File: src/hw/fcs_regs.vh
// constants of the flash command controller: command bytes, status bits, register map, timing
// assumes a 100 MHz clock; included by the controller and its pin sequencer
// How it works
// - after power-down release wait wake delays before writing or reading.
// - block erase is 20H then D0H, both at an address in the block.
// - a write is strobe low with chip select low, latched at strobe rise.
// - after supply low, clear status before any further erase or write.
// - mask status bits 2 to 0 when polling.
`ifndef FCS_REGS_VH
`define FCS_REGS_VH

`define FCS_CMD_READ_ARRAY   8'hFF
`define FCS_CMD_READ_ID      8'h90
`define FCS_CMD_READ_STATUS  8'h70
`define FCS_CMD_CLEAR_STATUS 8'h50
`define FCS_CMD_ERASE_SETUP  8'h20
`define FCS_CMD_CONFIRM      8'hD0
`define FCS_CMD_SUSPEND      8'hB0
`define FCS_CMD_WRITE_SETUP  8'h40
`define FCS_CMD_WRITE_ALT    8'h10

`define FCS_SR_READY         7
`define FCS_SR_SUSPENDED     6
`define FCS_SR_ERASE_ERR     5
`define FCS_SR_WRITE_ERR     4
`define FCS_SR_SUPPLY_LOW    3
`define FCS_SR_MASK          8'hF8

`define FCS_ID_MAKER_ADDR    20'h0_0000
`define FCS_ID_PART_ADDR     20'h0_0001

// software register offsets
`define FCS_REG_CTRL         4'h0
`define FCS_REG_ADDR         4'h1
`define FCS_REG_DATA         4'h2
`define FCS_REG_STATUS       4'h3
`define FCS_REG_RESULT       4'h4
`define FCS_REG_FLASH_SR     4'h5

// ctrl write opcodes (wdata[3:0]) ; wdata[8] drives power-down release
`define FCS_OP_NONE          4'h0
`define FCS_OP_READ_ARRAY    4'h1
`define FCS_OP_READ          4'h2
`define FCS_OP_READ_ID       4'h3
`define FCS_OP_READ_STATUS   4'h4
`define FCS_OP_CLEAR_STATUS  4'h5
`define FCS_OP_ERASE         4'h6
`define FCS_OP_WRITE         4'h7
`define FCS_OP_SUSPEND       4'h8
`define FCS_OP_RESUME        4'h9
`define FCS_CTRL_WAKE_BIT    8

// pin timing, in ns, and derived counts at 10 ns
`define FCS_CLK_NS           10
`define FCS_STROBE_NS        50
`define FCS_STROBE_CYC       ((`FCS_STROBE_NS + `FCS_CLK_NS - 1) / `FCS_CLK_NS)
`define FCS_ACCESS_NS        90
`define FCS_ACCESS_CYC       ((`FCS_ACCESS_NS + `FCS_CLK_NS - 1) / `FCS_CLK_NS)
`define FCS_WAKE_WR_NS       1000
`define FCS_WAKE_WR_CYC      ((`FCS_WAKE_WR_NS + `FCS_CLK_NS - 1) / `FCS_CLK_NS)
`define FCS_WAKE_RD_NS       400
`define FCS_WAKE_RD_CYC      ((`FCS_WAKE_RD_NS + `FCS_CLK_NS - 1) / `FCS_CLK_NS)

`endif

File: src/hw/fcs_pin_cycle.v
// one flash bus cycle: a write pulses the write strobe, a read samples the data pins
// assumes flash pins are registered here and the caller holds start for one cycle
`timescale 1ns/1ps
`include "fcs_regs.vh"
module fcs_pin_cycle #(
	parameter STROBE_CYC = `FCS_STROBE_CYC,
	parameter ACCESS_CYC = `FCS_ACCESS_CYC
) (
	input  wire        clk,
	input  wire        rstn,
	input  wire        start,
	input  wire        is_write,
	input  wire [19:0] addr,
	input  wire [7:0]  wdata,
	output wire        done,
	output reg  [7:0]  rdata_q,
	output reg  [19:0] flash_addr_q,
	output reg  [7:0]  flash_dq_out_q,
	output reg         flash_dq_oe_q,
	input  wire [7:0]  flash_dq_in,
	output reg         chip_select_n_q,
	output reg         output_enable_n_q,
	output reg         write_strobe_n_q
);
	localparam S_IDLE = 2'd0;
	localparam S_ACT  = 2'd1;
	localparam S_END  = 2'd2;
	reg [1:0] st_q;
	reg [7:0] cnt_q;
	reg       wr_q;

	assign done = (st_q == S_END);

	always @(posedge clk or negedge rstn) begin
		if (!rstn) begin
			st_q              <= S_IDLE;
			cnt_q             <= 8'h00;
			wr_q              <= 1'b0;
			rdata_q           <= 8'h00;
			flash_addr_q      <= 20'h0_0000;
			flash_dq_out_q    <= 8'h00;
			flash_dq_oe_q     <= 1'b0;
			chip_select_n_q   <= 1'b1;
			output_enable_n_q <= 1'b1;
			write_strobe_n_q  <= 1'b1;
		end else begin
			case (st_q)
			S_IDLE: begin
				if (start) begin
					st_q            <= S_ACT;
					wr_q            <= is_write;
					flash_addr_q    <= addr;
					flash_dq_out_q  <= wdata;
					// host drives the pins only while flash output is off
					flash_dq_oe_q   <= is_write;
					chip_select_n_q <= 1'b0;
					// write: strobe low while selected
					write_strobe_n_q  <= ~is_write;
					output_enable_n_q <= is_write;
					cnt_q <= is_write ? STROBE_CYC[7:0] : ACCESS_CYC[7:0];
				end
			end
			S_ACT: begin
				if (cnt_q <= 8'h01) begin
					st_q <= S_END;
					// strobe rises with address and data still held
					write_strobe_n_q  <= 1'b1;
					output_enable_n_q <= 1'b1;
					if (!wr_q)
						rdata_q <= flash_dq_in;
				end else begin
					cnt_q <= cnt_q - 8'h01;
				end
			end
			S_END: begin
				st_q            <= S_IDLE;
				chip_select_n_q <= 1'b1;
				flash_dq_oe_q   <= 1'b0;
			end
			default: st_q <= S_IDLE;
			endcase
		end
	end
endmodule // fcs_pin_cycle

File: src/hw/fcs_controller.v
// host controller for a byte-wide flash: software orders, command sequences, status polling
// assumes a flash with its command interface on the pins below, one 100 MHz clock
//
// The implementer's own choices: the address map and the strobed register port.
`timescale 1ns/1ps
`include "fcs_regs.vh"
module fcs_controller #(
	parameter WAKE_WR_CYC = `FCS_WAKE_WR_CYC,
	parameter WAKE_RD_CYC = `FCS_WAKE_RD_CYC
) (
	input  wire        clk,
	input  wire        rstn,
	input  wire [3:0]  reg_addr,
	input  wire [31:0] reg_wdata,
	input  wire        reg_wr,
	input  wire        reg_rd,
	output reg  [31:0] reg_rdata_q,
	output wire [19:0] flash_addr,
	output wire [7:0]  flash_dq_out,
	output wire        flash_dq_oe,
	input  wire [7:0]  flash_dq_in,
	output wire        chip_select_n,
	output wire        output_enable_n,
	output wire        write_strobe_n,
	output reg         power_down_n_q,
	input  wire        ready_busy_n
);
	localparam S_IDLE   = 3'd0;
	localparam S_CMD    = 3'd1;
	localparam S_SECOND = 3'd2;
	localparam S_POLL   = 3'd3;
	localparam S_READ   = 3'd4;
	localparam S_WAIT   = 3'd5;

	reg [2:0]  st_q;
	reg [3:0]  op_q;
	reg [19:0] addr_q;
	reg [7:0]  data_q;
	reg [7:0]  result_q;
	reg [7:0]  flash_sr_q;
	reg        err_q;
	reg        sr_mode_q;
	reg        need_clear_q;
	reg [15:0] wake_q;
	reg        start_q;
	reg        is_wr_q;
	reg [19:0] cyc_addr_q;
	reg [7:0]  cyc_data_q;
	wire       cyc_done;
	wire [7:0] cyc_rdata;

	function [7:0] op_cmd;
		input [3:0] op;
		begin
			case (op)
			`FCS_OP_READ_ARRAY:   op_cmd = `FCS_CMD_READ_ARRAY;
			`FCS_OP_READ_ID:      op_cmd = `FCS_CMD_READ_ID;
			`FCS_OP_READ_STATUS:  op_cmd = `FCS_CMD_READ_STATUS;
			`FCS_OP_CLEAR_STATUS: op_cmd = `FCS_CMD_CLEAR_STATUS;
			`FCS_OP_ERASE:        op_cmd = `FCS_CMD_ERASE_SETUP;
			`FCS_OP_WRITE:        op_cmd = `FCS_CMD_WRITE_SETUP;
			`FCS_OP_SUSPEND:      op_cmd = `FCS_CMD_SUSPEND;
			`FCS_OP_RESUME:       op_cmd = `FCS_CMD_CONFIRM;
			default:              op_cmd = `FCS_CMD_READ_STATUS;
			endcase
		end
	endfunction

	fcs_pin_cycle u_cycle (
		.clk               (clk),
		.rstn              (rstn),
		.start             (start_q),
		.is_write          (is_wr_q),
		.addr              (cyc_addr_q),
		.wdata             (cyc_data_q),
		.done              (cyc_done),
		.rdata_q           (cyc_rdata),
		.flash_addr_q      (flash_addr),
		.flash_dq_out_q    (flash_dq_out),
		.flash_dq_oe_q     (flash_dq_oe),
		.flash_dq_in       (flash_dq_in),
		.chip_select_n_q   (chip_select_n),
		.output_enable_n_q (output_enable_n),
		.write_strobe_n_q  (write_strobe_n)
	);

	wire busy      = (st_q != S_IDLE);
	wire wake_ok   = (wake_q == 16'h0000);
	wire op_write  = reg_wr && (reg_addr == `FCS_REG_CTRL);
	wire [3:0] op  = reg_wdata[3:0];
	// erase/write refused until status cleared after a supply-low report
	wire op_block  = need_clear_q && (op == `FCS_OP_ERASE || op == `FCS_OP_WRITE);
	wire op_take   = op_write && !busy && wake_ok && power_down_n_q
	                 && reg_wdata[`FCS_CTRL_WAKE_BIT] && (op != `FCS_OP_NONE) && !op_block;
	// suspend is the one order taken while an erase runs
	wire susp_take = op_write && reg_wdata[`FCS_CTRL_WAKE_BIT] && (op == `FCS_OP_SUSPEND)
	                 && (st_q == S_WAIT) && (op_q == `FCS_OP_ERASE || op_q == `FCS_OP_RESUME);

	always @(posedge clk or negedge rstn) begin
		if (!rstn) begin
			st_q           <= S_IDLE;
			op_q           <= `FCS_OP_NONE;
			addr_q         <= 20'h0_0000;
			data_q         <= 8'h00;
			result_q       <= 8'h00;
			flash_sr_q     <= 8'h80;
			err_q          <= 1'b0;
			sr_mode_q      <= 1'b0;
			need_clear_q   <= 1'b0;
			wake_q         <= 16'h0000;
			start_q        <= 1'b0;
			is_wr_q        <= 1'b0;
			cyc_addr_q     <= 20'h0_0000;
			cyc_data_q     <= 8'h00;
			power_down_n_q <= 1'b0;
			reg_rdata_q    <= 32'h0000_0000;
		end else begin
			start_q <= 1'b0;
			if (reg_wr && reg_addr == `FCS_REG_ADDR)
				addr_q <= reg_wdata[19:0];
			if (reg_wr && reg_addr == `FCS_REG_DATA)
				data_q <= reg_wdata[7:0];
			if (op_write && op_block)
				err_q <= 1'b1;
			if (!wake_ok)
				wake_q <= wake_q - 16'h0001;
			case (st_q)
			S_IDLE: begin
				if (op_take) begin
					op_q <= op;
					if (op == `FCS_OP_READ) begin
						// array read only in read-array mode
						cyc_addr_q <= addr_q;
						is_wr_q    <= 1'b0;
						start_q    <= 1'b1;
						st_q       <= S_READ;
					end else begin
						cyc_addr_q <= addr_q;
						cyc_data_q <= op_cmd(op);
						is_wr_q    <= 1'b1;
						start_q    <= 1'b1;
						st_q       <= S_CMD;
					end
				end
			end
			S_CMD: begin
				if (cyc_done) begin
					case (op_q)
					`FCS_OP_ERASE, `FCS_OP_WRITE: begin
						st_q <= S_SECOND;
						start_q <= 1'b1;
						// erase confirm in same block, write gives data
						cyc_data_q <= (op_q == `FCS_OP_ERASE) ? `FCS_CMD_CONFIRM : data_q;
					end
					`FCS_OP_READ_ID, `FCS_OP_READ_STATUS, `FCS_OP_SUSPEND: begin
						// identifier reads at its address; status reads anywhere
						sr_mode_q  <= (op_q != `FCS_OP_READ_ID);
						is_wr_q    <= 1'b0;
						start_q    <= 1'b1;
						st_q       <= (op_q == `FCS_OP_SUSPEND) ? S_WAIT : S_READ;
					end
					`FCS_OP_RESUME: begin
						// resumed erase is polled to its end
						sr_mode_q <= 1'b1;
						is_wr_q   <= 1'b0;
						st_q      <= S_WAIT;
					end
					`FCS_OP_CLEAR_STATUS: begin
						// supply-low and error bits only clear by command
						need_clear_q <= 1'b0;
						// a refused erase in the same cycle still counts
						err_q        <= op_write && op_block;
						flash_sr_q   <= flash_sr_q & 8'hC0;
						st_q         <= S_IDLE;
					end
					default: begin
						sr_mode_q <= 1'b0;
						st_q      <= S_IDLE;
					end
					endcase
				end
			end
			S_SECOND: begin
				if (cyc_done) begin
					// flash now answers status on every read
					sr_mode_q <= 1'b1;
					is_wr_q   <= 1'b0;
					st_q      <= S_WAIT;
				end
			end
			S_WAIT: begin
				if (susp_take) begin
					// suspend cuts into the running erase
					op_q       <= `FCS_OP_SUSPEND;
					cyc_data_q <= `FCS_CMD_SUSPEND;
					is_wr_q    <= 1'b1;
					start_q    <= 1'b1;
					st_q       <= S_CMD;
				// poll only once ready_busy_n is released
				end else if (ready_busy_n && !start_q) begin
					start_q <= 1'b1;
					st_q    <= S_POLL;
				end
			end
			S_POLL: begin
				if (cyc_done) begin
					// only the top five bits mean anything
					flash_sr_q <= cyc_rdata & `FCS_SR_MASK;
					if (!cyc_rdata[`FCS_SR_READY]) begin
						start_q <= 1'b1;
					end else begin
						st_q <= S_IDLE;
						// supply low from sampled status only
						if (cyc_rdata[`FCS_SR_SUPPLY_LOW])
							need_clear_q <= 1'b1;
						// erase or write failure, bad sequence when both, or supply low
						if (cyc_rdata[`FCS_SR_ERASE_ERR] || cyc_rdata[`FCS_SR_WRITE_ERR]
						    || cyc_rdata[`FCS_SR_SUPPLY_LOW])
							err_q <= 1'b1;
					end
				end
			end
			S_READ: begin
				if (cyc_done) begin
					result_q <= sr_mode_q ? (cyc_rdata & `FCS_SR_MASK) : cyc_rdata;
					if (sr_mode_q)
						flash_sr_q <= cyc_rdata & `FCS_SR_MASK;
					st_q <= S_IDLE;
				end
			end
			default: st_q <= S_IDLE;
			endcase
			// power-down wins over any step above
			if (reg_wr && reg_addr == `FCS_REG_CTRL) begin
				if (!reg_wdata[`FCS_CTRL_WAKE_BIT]) begin
					power_down_n_q <= 1'b0;
					st_q           <= S_IDLE;
					start_q        <= 1'b0;
					sr_mode_q      <= 1'b0;
				end else if (!power_down_n_q) begin
					power_down_n_q <= 1'b1;
					// wake delay before any command write
					wake_q    <= WAKE_WR_CYC[15:0];
					// flash returns in read-array with ready status
					flash_sr_q <= 8'h80;
				end
			end
			if (reg_rd) begin
				case (reg_addr)
				`FCS_REG_ADDR:     reg_rdata_q <= {12'h000, addr_q};
				`FCS_REG_DATA:     reg_rdata_q <= {24'h00_0000, data_q};
				`FCS_REG_STATUS:   reg_rdata_q <= {24'h00_0000, ready_busy_n, wake_ok,
				                                   power_down_n_q, need_clear_q, sr_mode_q,
				                                   err_q, 1'b0, busy};
				`FCS_REG_RESULT:   reg_rdata_q <= {24'h00_0000, result_q};
				`FCS_REG_FLASH_SR: reg_rdata_q <= {24'h00_0000, flash_sr_q};
				default:           reg_rdata_q <= 32'h0000_0000;
				endcase
			end
		end
	end
endmodule // fcs_controller

File: config.mk
export PLATFORM = sky130hd
export DESIGN_NAME = fcs_controller
export DESIGN_NICKNAME = d
export VERILOG_FILES = /design/src/hw/fcs_pin_cycle.v /design/src/hw/fcs_controller.v
export VERILOG_INCLUDE_DIRS = /design/src /design/src/hw
export SDC_FILE = /design/constraint.sdc
export NUM_CORES = 1
export LEC_CHECK = 0
export BUFFER_PORTS_ARGS = -buffer_cell sky130_fd_sc_hd__buf_2
export CORE_MARGIN = 3
export CORE_UTILIZATION = 55
export DETAILED_ROUTE_END_ITERATION = 16
export GPL_ROUTABILITY_DRIVEN = 0
export GPL_TIMING_DRIVEN = 0
export PLACE_DENSITY_LB_ADDON = 0.1
export SLEW_MARGIN = 5
export SYNTH_ARGS = -nofsm -noshare
export SYNTH_HDL_FRONTEND = slang
export SYNTH_SLANG_ARGS = --single-unit
File: constraint.sdc
create_clock -name clk -period 3.7 [get_ports clk]
set_input_delay 0.555 -clock clk [delete_from_list [all_inputs] [get_ports clk]]
set_output_delay 0.555 -clock clk [all_outputs]
set_load 0.02 [all_outputs]
==> Word level (Yosys, flattened, before mapping) <==
Memory sizes are Yosys's and may differ from the RTL's.
Cells that the tools add are included.
Widths: inputs -> output; s select.
{ "classes": {"addsub": 2, "n_lt_le_gt_ge": 1, "n_eq_ne": 38, "n_mux": 91, "bitwise": 2, "n_reduce_logical": 52} }
{ "op_table": {"columns": ["cell", "n"], "rows": [
  ["$mux 8", 14],
  ["$pmux 20 s5", 1],
  ["$mux 16", 4],
  ["$pmux 8 s3", 2],
  ["$mux 1", 36],
  ["$mux 3", 12],
  ["$eq 4x3->1 const B", 8],
  ["$ne 2x2->1 const B", 10],
  ["$pmux 3 s6", 1],
  ["$reduce_and 6->1", 3],
  ["$eq 4x2->1 const B", 4],
  ["$logic_and 1x1->1", 16],
  ["$logic_not 16->1", 1],
  ["$pmux 8 s2", 1],
  ["$sub 16x1->16 const B", 1],
  ["$pmux 1 s2", 7],
  ["$eq 4x4->1 const B", 3],
  ["$mux 4", 3],
  ["$mux 6", 2],
  ["$reduce_and 3->1", 4],
  ["$reduce_and 2->1", 5],
  ["$pmux 3 s3", 1],
  ["$le 8x1->1 const B", 1],
  ["$ne 2x1->1 const B", 4],
  ["other kinds (26)", 42]
]} }
{ "word_totals": {"ff_bits": 184, "mem_bits_ro": 128, "in_bits": 49, "out_inout_bits": 65, "word_cells": 213, "memories": 1} }
{ "memory_table": {"columns": ["name", "words", "word_bits", "read_ports", "rd_ports_with_merged_regs", "wr", "line", "rtl"], "rows": [
  ["(no name shown)", 16, 8, 1, 0, 0, "fcs_controller.v:55", "case (op)"]
]} }

==> Depth between registers and ports, before layout <==
Gate-level depths: netlist of run 1.
{ "depth": {"word_depth": 12, "ltp_mapped": 9, "mapped_depth_nobuf": 7} }

==> Hierarchy <==
Synthesis of run 1 repeated with hierarchy kept, for this count alone.
{ "hier_totals": {"hier_cells": 769, "hier_area_um2": 8018.9} }
{ "by_module_without_submodules": {"columns": ["module", "instances", "cells_each", "area_each_um2", "seq_area_each_um2"], "rows": [
  ["fcs_controller", 1, 558, 5928.2, 3029.2],
  ["fcs_pin_cycle", 1, 211, 2090.8, 1280.0]
]} }

==> Worst setup path after synthesis of run 1 <==
No wires, ideal clock.
{ "synth_path": {"path_type": "input port to flip-flop", "start": "input port reg_wdata[0]", "end": "register cyc_data_q[4]", "setup_time_ns": 0.125, "t_arrival_ns": 1.893, "t_required_ns": 3.575, "path_slack_ns": 1.682, "path_stages": 6, "path_buffers": 1, "path_cell_list": "buf_6 nor4b_2 o211ai_1 o221ai_1 o211ai_4 mux2_4"} }
{ "synth_between": {"elab_chain_cells": 7} }
{ "synth_rtl": {"columns": ["item", "line", "rtl"], "rows": [
  ["start: declaration", "fcs_controller.v:14", "input wire [31:0] reg_wdata,"],
  ["branches (longest 7 deep; another with $mem_v2 16x8)", null, null],
  ["end signal: assignment", "fcs_controller.v:139", "cyc_data_q <= op_cmd(op);"],
  ["end signal: assignment", "fcs_controller.v:153", "cyc_data_q <= (op_q == `FCS_OP_ERASE) ? `FCS_CMD_CONFIRM : data_q;"],
  ["end signal: assignment", "fcs_controller.v:195", "cyc_data_q <= `FCS_CMD_SUSPEND;"],
  ["end: declaration", "fcs_controller.v:48", "reg [7:0] cyc_data_q;"]
]} }
Several ways; the timed one is not identified. The select of a mux whose other input is x is not followed.
A chain may end at the register's enable or synchronous reset.

==> Worst setup path in the final report of run 1 <==
{ "layout_path": {"start": "register u_cycle.cnt_q[4]", "end": "register u_cycle.rdata_q[7]"} }
{ "layout_between": {"elab_chain_cells": 2} }
{ "layout_rtl": {"columns": ["item", "line", "rtl"], "rows": [
  ["start: declaration", "fcs_pin_cycle.v:29", "reg [7:0] cnt_q;"],
  ["start signal: assignment", "fcs_pin_cycle.v:60", "cnt_q <= is_write ? STROBE_CYC[7:0] : ACCESS_CYC[7:0];"],
  ["start signal: assignment", "fcs_pin_cycle.v:72", "cnt_q <= cnt_q - 8'h01;"],
  ["$le 8x1->1", "fcs_pin_cycle.v:64", "if (cnt_q <= 8'h01) begin"],
  ["$reduce_and 3->1 (no source line)", null, null],
  ["end signal: assignment", "fcs_pin_cycle.v:70", "rdata_q <= flash_dq_in;"],
  ["end: declaration", "fcs_pin_cycle.v:16", "output reg [7:0] rdata_q,"]
]} }
Every way passes these cells.

==> Flow_metrics.wiki, run 1 <==
{| class="wikitable"
! Metric !! Value
|-
| Placed wire-length estimate after detailed placement || 14.09 mm
|-
| Largest net degree at the start of global routing || 115
|-
| Residual overflow from global routing || 0
|-
| Primary flip-flop cell chosen by synthesis mapping || dfrtp_1
|-
| Synth Instances || approximately 800
|-
| Post-route clock skew || 0.01630 ns
|-
| TritonCTS sink count || 172
|-
| Shortest clock period the worst path allows after layout || around 2.4 ns
|-
| Number of core rows || between 40 and 50
|-
| Total Routed Length || 19.25 mm
|-
| Die Width || approximately 130 um
|-
| Post-synth EDFFs || 0
|-
| Type of destination of the critical path || flip-flop
|-
| Violations in the final reports || design-rule violations
|-
| Max-Slew Margin vs Limit || 42.78%
|-
| Count of unique library cells instantiated by Yosys || 77
|-
| Via density per instance || around 5.7
|-
| Actual slew at the worst max-slew pin || ~0.85 ns
|-
| Post-synth top cells || nand2_1, dfrtp_1, nor2_1, mux2_2, nor3_1
|-
| Type of the setup path with the least slack || reg -> reg
|-
| Share of synthesized flip-flops with an asynchronous set or reset || 100.0%
|-
| Initial Util || between 50% and 60%
|-
| Clock buffer depth || 2
|-
| Number of buffers inserted during clock tree synthesis || 17
|-
| Fraction of layout cells with a size suffix above 1 || 24.19%
|-
| Resize count post-CTS || 0
|-
| Period utilization || 65.34%
|-
| CTS tree || built
|-
| Height of the die || about 130 um
|-
| First-pass GRT wire length || 31.46 mm
|-
| Number of hold buffers added after CTS || 0
|-
| CTS HTree Levels || 4
|-
| Number of antenna violations at the first check in global routing || 0
|-
| Cell type with the largest total area after synthesis || dfrtp_1
|-
| Number of top-level pins || 114
|-
| CTS Root Cell || clkbuf_16
|-
| Area of the die || 16240 um2
|-
| Vias in the first global route || 6019
|-
| Startpoint type of the worst setup path || flip-flop
|-
| Lkg Pwr || around 4.7 nW
|-
| Final layout net count || just under 1000
|-
| Final core utilization || between 60% and 70%
|-
| Fin. max-slew vios || 0
|-
| Power density cells || ~500 nW/um2
|-
| Required time at the endpoint of the critical path || about 4 ns
|-
| Insertion delay to the later sink of the worst-skew pair || ~0.44 ns
|-
| Achievable Freq || 0.4136 GHz
|-
| Seq/Total Area, Yosys || 53.14%
|-
| Most area-consuming cells after synthesis || dfrtp_1, nand2_1, mux2_2, nor2_1, mux2i_1
|-
| Worst ir drop on vdd || around 340 uV
|-
| Top-count cell post-synth || nand2_1
|-
| Synth top area share || a little over 50%
|-
| Total setup violations reported at the end of the flow || 0
|-
| Number of design-rule violations left by the first detailed-router iteration || around 460
|-
| Count of cells along the worst register-to-register path || 4
|-
| Drt drc || 1
|-
| Post-synth design cell area || ~8100 um2
|-
| RSZ-0062 raised after global routing || false
|-
| Hold Path Class || in -> async
|-
| Register bit total from synthesis || about 170
|-
| Number of optimization iterations in the first detailed-route pass || 12
|-
| Clock transition at the register clock pins on the worst setup and hold paths after CTS || 0.06 ns
|-
| Buffers inserted by post-CTS timing repair || 0
|-
| Status || finished, violations left
|-
| GR Util All Layers || between 20% and 30%
|-
| Largest fanout on the critical path || 8
|-
| Antenna diode count || 0
|-
| CP Data Arrival Time || ~2.7 ns
|-
| Number of maximum-capacitance violations || 0
|-
| Syn_area_per_cell || 10.25 um2
|-
| Average wire per cell in the routed design || around 17 um
|-
| Count of nets left with antenna violations after detail routing || 0
|-
| Port Buffer Count || 88
|-
| Via count of the routed design || ~6300
|-
| Synth warn || 0
|-
| Growth of design area from synthesis to finish || 16.96%
|-
| Power after layout || 4.767 mW
|-
| Final number of hold-violating endpoints || 0
|-
| Placeable core region || between 10000 and 15000 um2
|}
sequential cells by signal, indices dropped and copies added (netlist names), 2 cells and up:
register and cells:
wake_q 16, u_cycle.st_q 2, cyc_addr_q 20, reg_rdata_q 20
u_cycle.cnt_q 8, cyc_data_q 8, addr_q 20, st_q 3
flash_sr_q 8, u_cycle.flash_addr_q 20, data_q 8, u_cycle.rdata_q 8
op_q 4, result_q 8, u_cycle.flash_dq_out_q 8
path summary, 6_finish.rpt:
check                      slack (ns)                                   to                           startpoint
setup / recovery                 1.28       u_cycle.rdata_q[7]$_DFFE_PN0P_         u_cycle.cnt_q[4]$_DFFE_PN0P_
hold / removal                   0.04         u_cycle.cnt_q[7]$_DFFE_PN0P_                                 rstn
setup reg to reg                 1.28       u_cycle.rdata_q[7]$_DFFE_PN0P_         u_cycle.cnt_q[4]$_DFFE_PN0P_
hold reg to reg                  0.47  u_cycle.flash_addr_q[9]$_DFFE_PN0P_  u_cycle.flash_addr_q[9]$_DFFE_PN0P_
max in group asynchronous        2.80              flash_sr_q[7]$_DFF_PN1_                                 rstn
min in group clk                 0.34       u_cycle.rdata_q[0]$_DFFE_PN0P_                       flash_dq_in[0]
per-stage QoR:
| step | std cells | setup TNS, ns | hold slack, ns | area, um2 | setup slack, ns |
|---|---|---|---|---|---|
| floorplan | 802 | 0 | 0.2594 | 8150 | 1.682 |
| global placement | 1070 | -69.02 | 0.4508 | 8816 | -0.4223 |
| detailed placement | 1071 | 0 | 0.4561 | 8853 | 1.112 |
| CTS | 1102 | 0 | 0.05382 | 9484 | 1.244 |
| global route | 1102 | 0 | 0.06560 | 9484 | 1.117 |
| finish | 1102 | 0 | 0.03750 | 9484 | 1.282 |
metal layers:
metal / routed length (um) / up-vias / global-route usage, %
li1: - / 2961 / -
met1: 8535 / 3066 / 34.38
met2: 9118 / 222 / 38.74
met3: 1147 / 41 / 4.264
met4: 449 / 0 / 8.076
met5: 0 / - / 0
worst max-delay path: stages, from the launching register on:
cell     delay [ns]
dfrtp_1        0.42
nor3_1         0.55
nand3_1        0.24
nor3_2         0.70
mux2_2         0.41
where the power goes:
group	internal, mW	switching (mW)
clock	1.14	0.740
sequential	2.07	0.202
combinational	0.290	0.318
layout make-up:
| cell class | instances | area, um2 |
|---|---|---|
| fill | 1163 | 4666 |
| tap | 180 | 225.2 |
| sequential | 172 | 4309 |
| clock inverter | 10 | 150.1 |
| clock buffer | 21 | 480.5 |
| multi-input combinational | 558 | 3446 |
| timing repair buffer | 89 | 478.0 |
| inverter | 15 | 56.30 |
| buffer | 57 | 339.1 |
cells in the final DEF (no fill, tap or decap), drive strengths merged, types with 4 or more instances in the layout:
cell,synthesis,final
o21a,6,6
mux2i,13,13
a21oi,19,19
mux2,53,53
o221ai,8,8
o211ai,4,4
nor3,26,26
nor2,51,51
a22oi,10,10
nor2b,9,9
a2111oi,4,4
xnor2,12,12
xor2,4,4
o21ai,21,21
dfstp,4,4
nand3b,4,4
clkbuf,26,47
a211oi,7,7
nand2b,8,8
nand3,12,12
nand2,193,193
conb,1,12
inv,15,20
buf,31,120
nor4,4,4
and3,4,4
dfrtp,168,168
nor4b,4,4
nor3b,5,5
a22o,14,14
cells by family after synthesis:
group	after synthesis	share of synthesized area (%)
simple gates	339	19.56
fa+ha+maj	3	0.4629
buf+inv	72	4.876
compound gates	122	11.03
flops	172	53.14
other cells	1	0.04624
mux	66	9.150
xor+xnor	16	1.728
Power figures use the tool's default switching activity.
==> run 2, diff against run 1 <==
Clock period 3.7 ns to 2.3 ns, I/O delays scaled along.
==> Flow_metrics.wiki, run 2 (synthesis gave the netlist of run 1 again) <==
{| class="wikitable"
! Metric !! Value
|-
| Status || finished clean
|-
| Fin. max-slew vios || 0
|-
| TritonCTS sink count || roughly 170
|-
| Placeable core region || 14150 um2
|-
| Placed wire-length estimate after detailed placement || approximately 14 mm
|-
| Capture point of the worst reg-to-reg path || cyc_data_q[4]$_DFFE_PN0P_
|-
| Type of destination of the critical path || flip-flop
|-
| Height of the die || 127.4 um
|-
| Initial Util || 57.31%
|-
| Total setup violations reported at the end of the flow || 0
|-
| Final core utilization || 67.52%
|-
| Number of buffers inserted during clock tree synthesis || 17
|-
| First-pass GRT wire length || between 30 and 40 mm
|-
| CP Data Arrival Time || around 2.5 ns
|-
| CTS Root Cell || clkbuf_16
|-
| Count of nets left with antenna violations after detail routing || 0
|-
| Insertion delay to the later sink of the worst-skew pair || between 0.4 and 0.5 ns
|-
| CTS tree || built
|-
| Largest net degree at the start of global routing || roughly 120
|-
| Number of design-rule violations left by the first detailed-router iteration || 491
|-
| Vias in the first global route || between 6000 and 7000
|-
| Drt drc || 0
|-
| Worst r2r src || st_q[1]$_DFF_PN0_
|-
| Residual overflow from global routing || 0
|-
| Worst path cell trace || clkbuf_1, nor3b_1, o21ai_0, o32a_1, mux2_4
|-
| Achievable Freq || between 0.4 and 0.5 GHz
|-
| Number of maximum-capacitance violations || 0
|-
| Type of the setup path with the least slack || reg -> reg
|-
| Actual slew at the worst max-slew pin || 0.7529 ns
|-
| Number of antenna violations at the first check in global routing || 0
|-
| Worst ir drop on vdd || roughly 540 uV
|-
| Most common cell after layout, fill and taps aside || nand2_1
|-
| Fraction of layout cells with a size suffix above 1 || around a quarter
|-
| Die Width || 127.4 um
|-
| Count of cells along the worst register-to-register path || 5
|-
| Clock transition at the register clock pins on the worst setup and hold paths after CTS || about 0.07 ns
|-
| Antenna diode count || 0
|-
| Post-route clock skew || approximately 0.016 ns
|-
| CTS HTree Levels || 4
|-
| Lkg Pwr || ~4.7 nW
|-
| Clock buffer depth || 2
|-
| Slowest cell delay on critical path || 0.66 ns
|-
| Total Neg Setup Slack || 0 ns
|-
| Port Buffer Count || 88
|-
| Area of the die || approximately 16000 um2
|-
| Final number of hold-violating endpoints || 0
|-
| Via count of the routed design || approximately 6300
|-
| GR Util All Layers || 24.47%
|-
| Startpoint type of the worst setup path || flip-flop
|-
| Via density per instance || around 5.7
|-
| Power density cells || 806.3 nW/um2
|-
| Shortest clock period the worst path allows after layout || 2.235 ns
|-
| Period utilization || a little over nine tenths
|-
| Growth of design area from synthesis to finish || 17.82%
|-
| Average wire per cell in the routed design || between 15 and 20 um
|-
| Crit-path slowest cell || nor3b_1
|-
| Total Routed Length || between 15 and 20 mm
|-
| Number of optimization iterations in the first detailed-route pass || 5
|-
| Endpoint of the worst setup timing path || cyc_data_q[4]$_DFFE_PN0P_
|-
| Number of top-level pins || between 100 and 150
|-
| Worst setup path start || st_q[1]$_DFF_PN0_
|-
| Max-Slew Margin vs Limit || 49.12%
|-
| Number of core rows || 43
|-
| Required time at the endpoint of the critical path || approximately 2.6 ns
|-
| Final layout net count || 965
|-
| Largest fanout on the critical path || 10
|-
| Hold Path Class || in -> reg
|-
| Top library cells by usage in the layout, fill and taps aside || nand2_1, dfrtp_1, buf_2, nor2_1, mux2_2
|-
| Reg-to-reg setup timing slack || between 0.06 and 0.07 ns
|}
[run 2: worst min path at each step]
stage,from,end,slack [ns],cells after the start
global route,reg_wdata[13],addr_q[13]$_DFFE_PN0P_,0.14,2
floorplan,rstn,addr_q[0]$_DFFE_PN0P_,0.05,0
global placement,cyc_addr_q[11]$_DFFE_PN0P_,u_cycle.flash_addr_q[11]$_DFFE_PN0P_,0.45,2
detailed placement,rstn,u_cycle.cnt_q[7]$_DFFE_PN0P_,0.30,1
CTS,flash_dq_in[0],u_cycle.rdata_q[0]$_DFFE_PN0P_,0.13,2
finish,flash_dq_in[0],u_cycle.rdata_q[0]$_DFFE_PN0P_,0.14,2
[run 2: critical path: cells and delay by family, from the launching register on]
kind | cells | cell delay, ns
buffers and inverters | 1 | 0.22
multiplexers | 1 | 0.27
AO/OA/AOI/OAI | 2 | 0.53
flip-flops | 1 | 0.42
AND/OR/NAND/NOR | 1 | 0.66
[run 2: metrics by stage]
| stage | std cells | setup WS, ns | power [mW] | area [um2] | hold WS [ns] |
|---|---|---|---|---|---|
| 2_1_floorplan | 802 | 0.3068 | 4.317 | 8150 | 0.04941 |
| 3_3_place_gp | 1070 | -1.612 | 4.617 | 8816 | 0.4508 |
| 3_5_place_dp | 1071 | -0.1516 | 4.673 | 8853 | 0.2983 |
| 4_1_cts | 1103 | 0.02692 | 7.709 | 9500 | 0.1258 |
| 5_1_grt | 1105 | -0.02071 | 8.016 | 9554 | 0.1391 |
| 6_report | 1105 | 0.06457 | 7.704 | 9554 | 0.1362 |
[run 2: metal layers]
metal	GRT usage (%)	up-vias	wire [um]
li1	-	2963	-
met1	34.09	3069	8787
met2	38.84	222	9151
met3	4.766	35	1081
met4	8.139	0	415
met5	0	-	0
[run 2: cell type report]
type	instances	area [um2]
fillers	1154	4596
flip-flops and latches	172	4309
multi-input cells	558	3476
repair buffers	92	515.5
clock buffers	21	480.5
plain buffers	57	341.6
well taps	180	225.2
clock inverters	10	150.1
inverters	15	56.30
[run 2: power by group]
part / leakage [nW] / switching (mW) / internal, mW
logic: 2.10 / 0.517 / 0.480
clock network: 0.313 / 1.19 / 1.84
registers: 2.26 / 0.336 / 3.34
[run 2: timing repair]
item | CTS | global route
resized for setup | 1 | 5
endpoints found under the hold margin | 57 | 0
pin swaps | 0 | 1
endpoints found under the setup margin | 8 | 42
buffers inserted | 0 | 2
hold buffers | 1 | 0
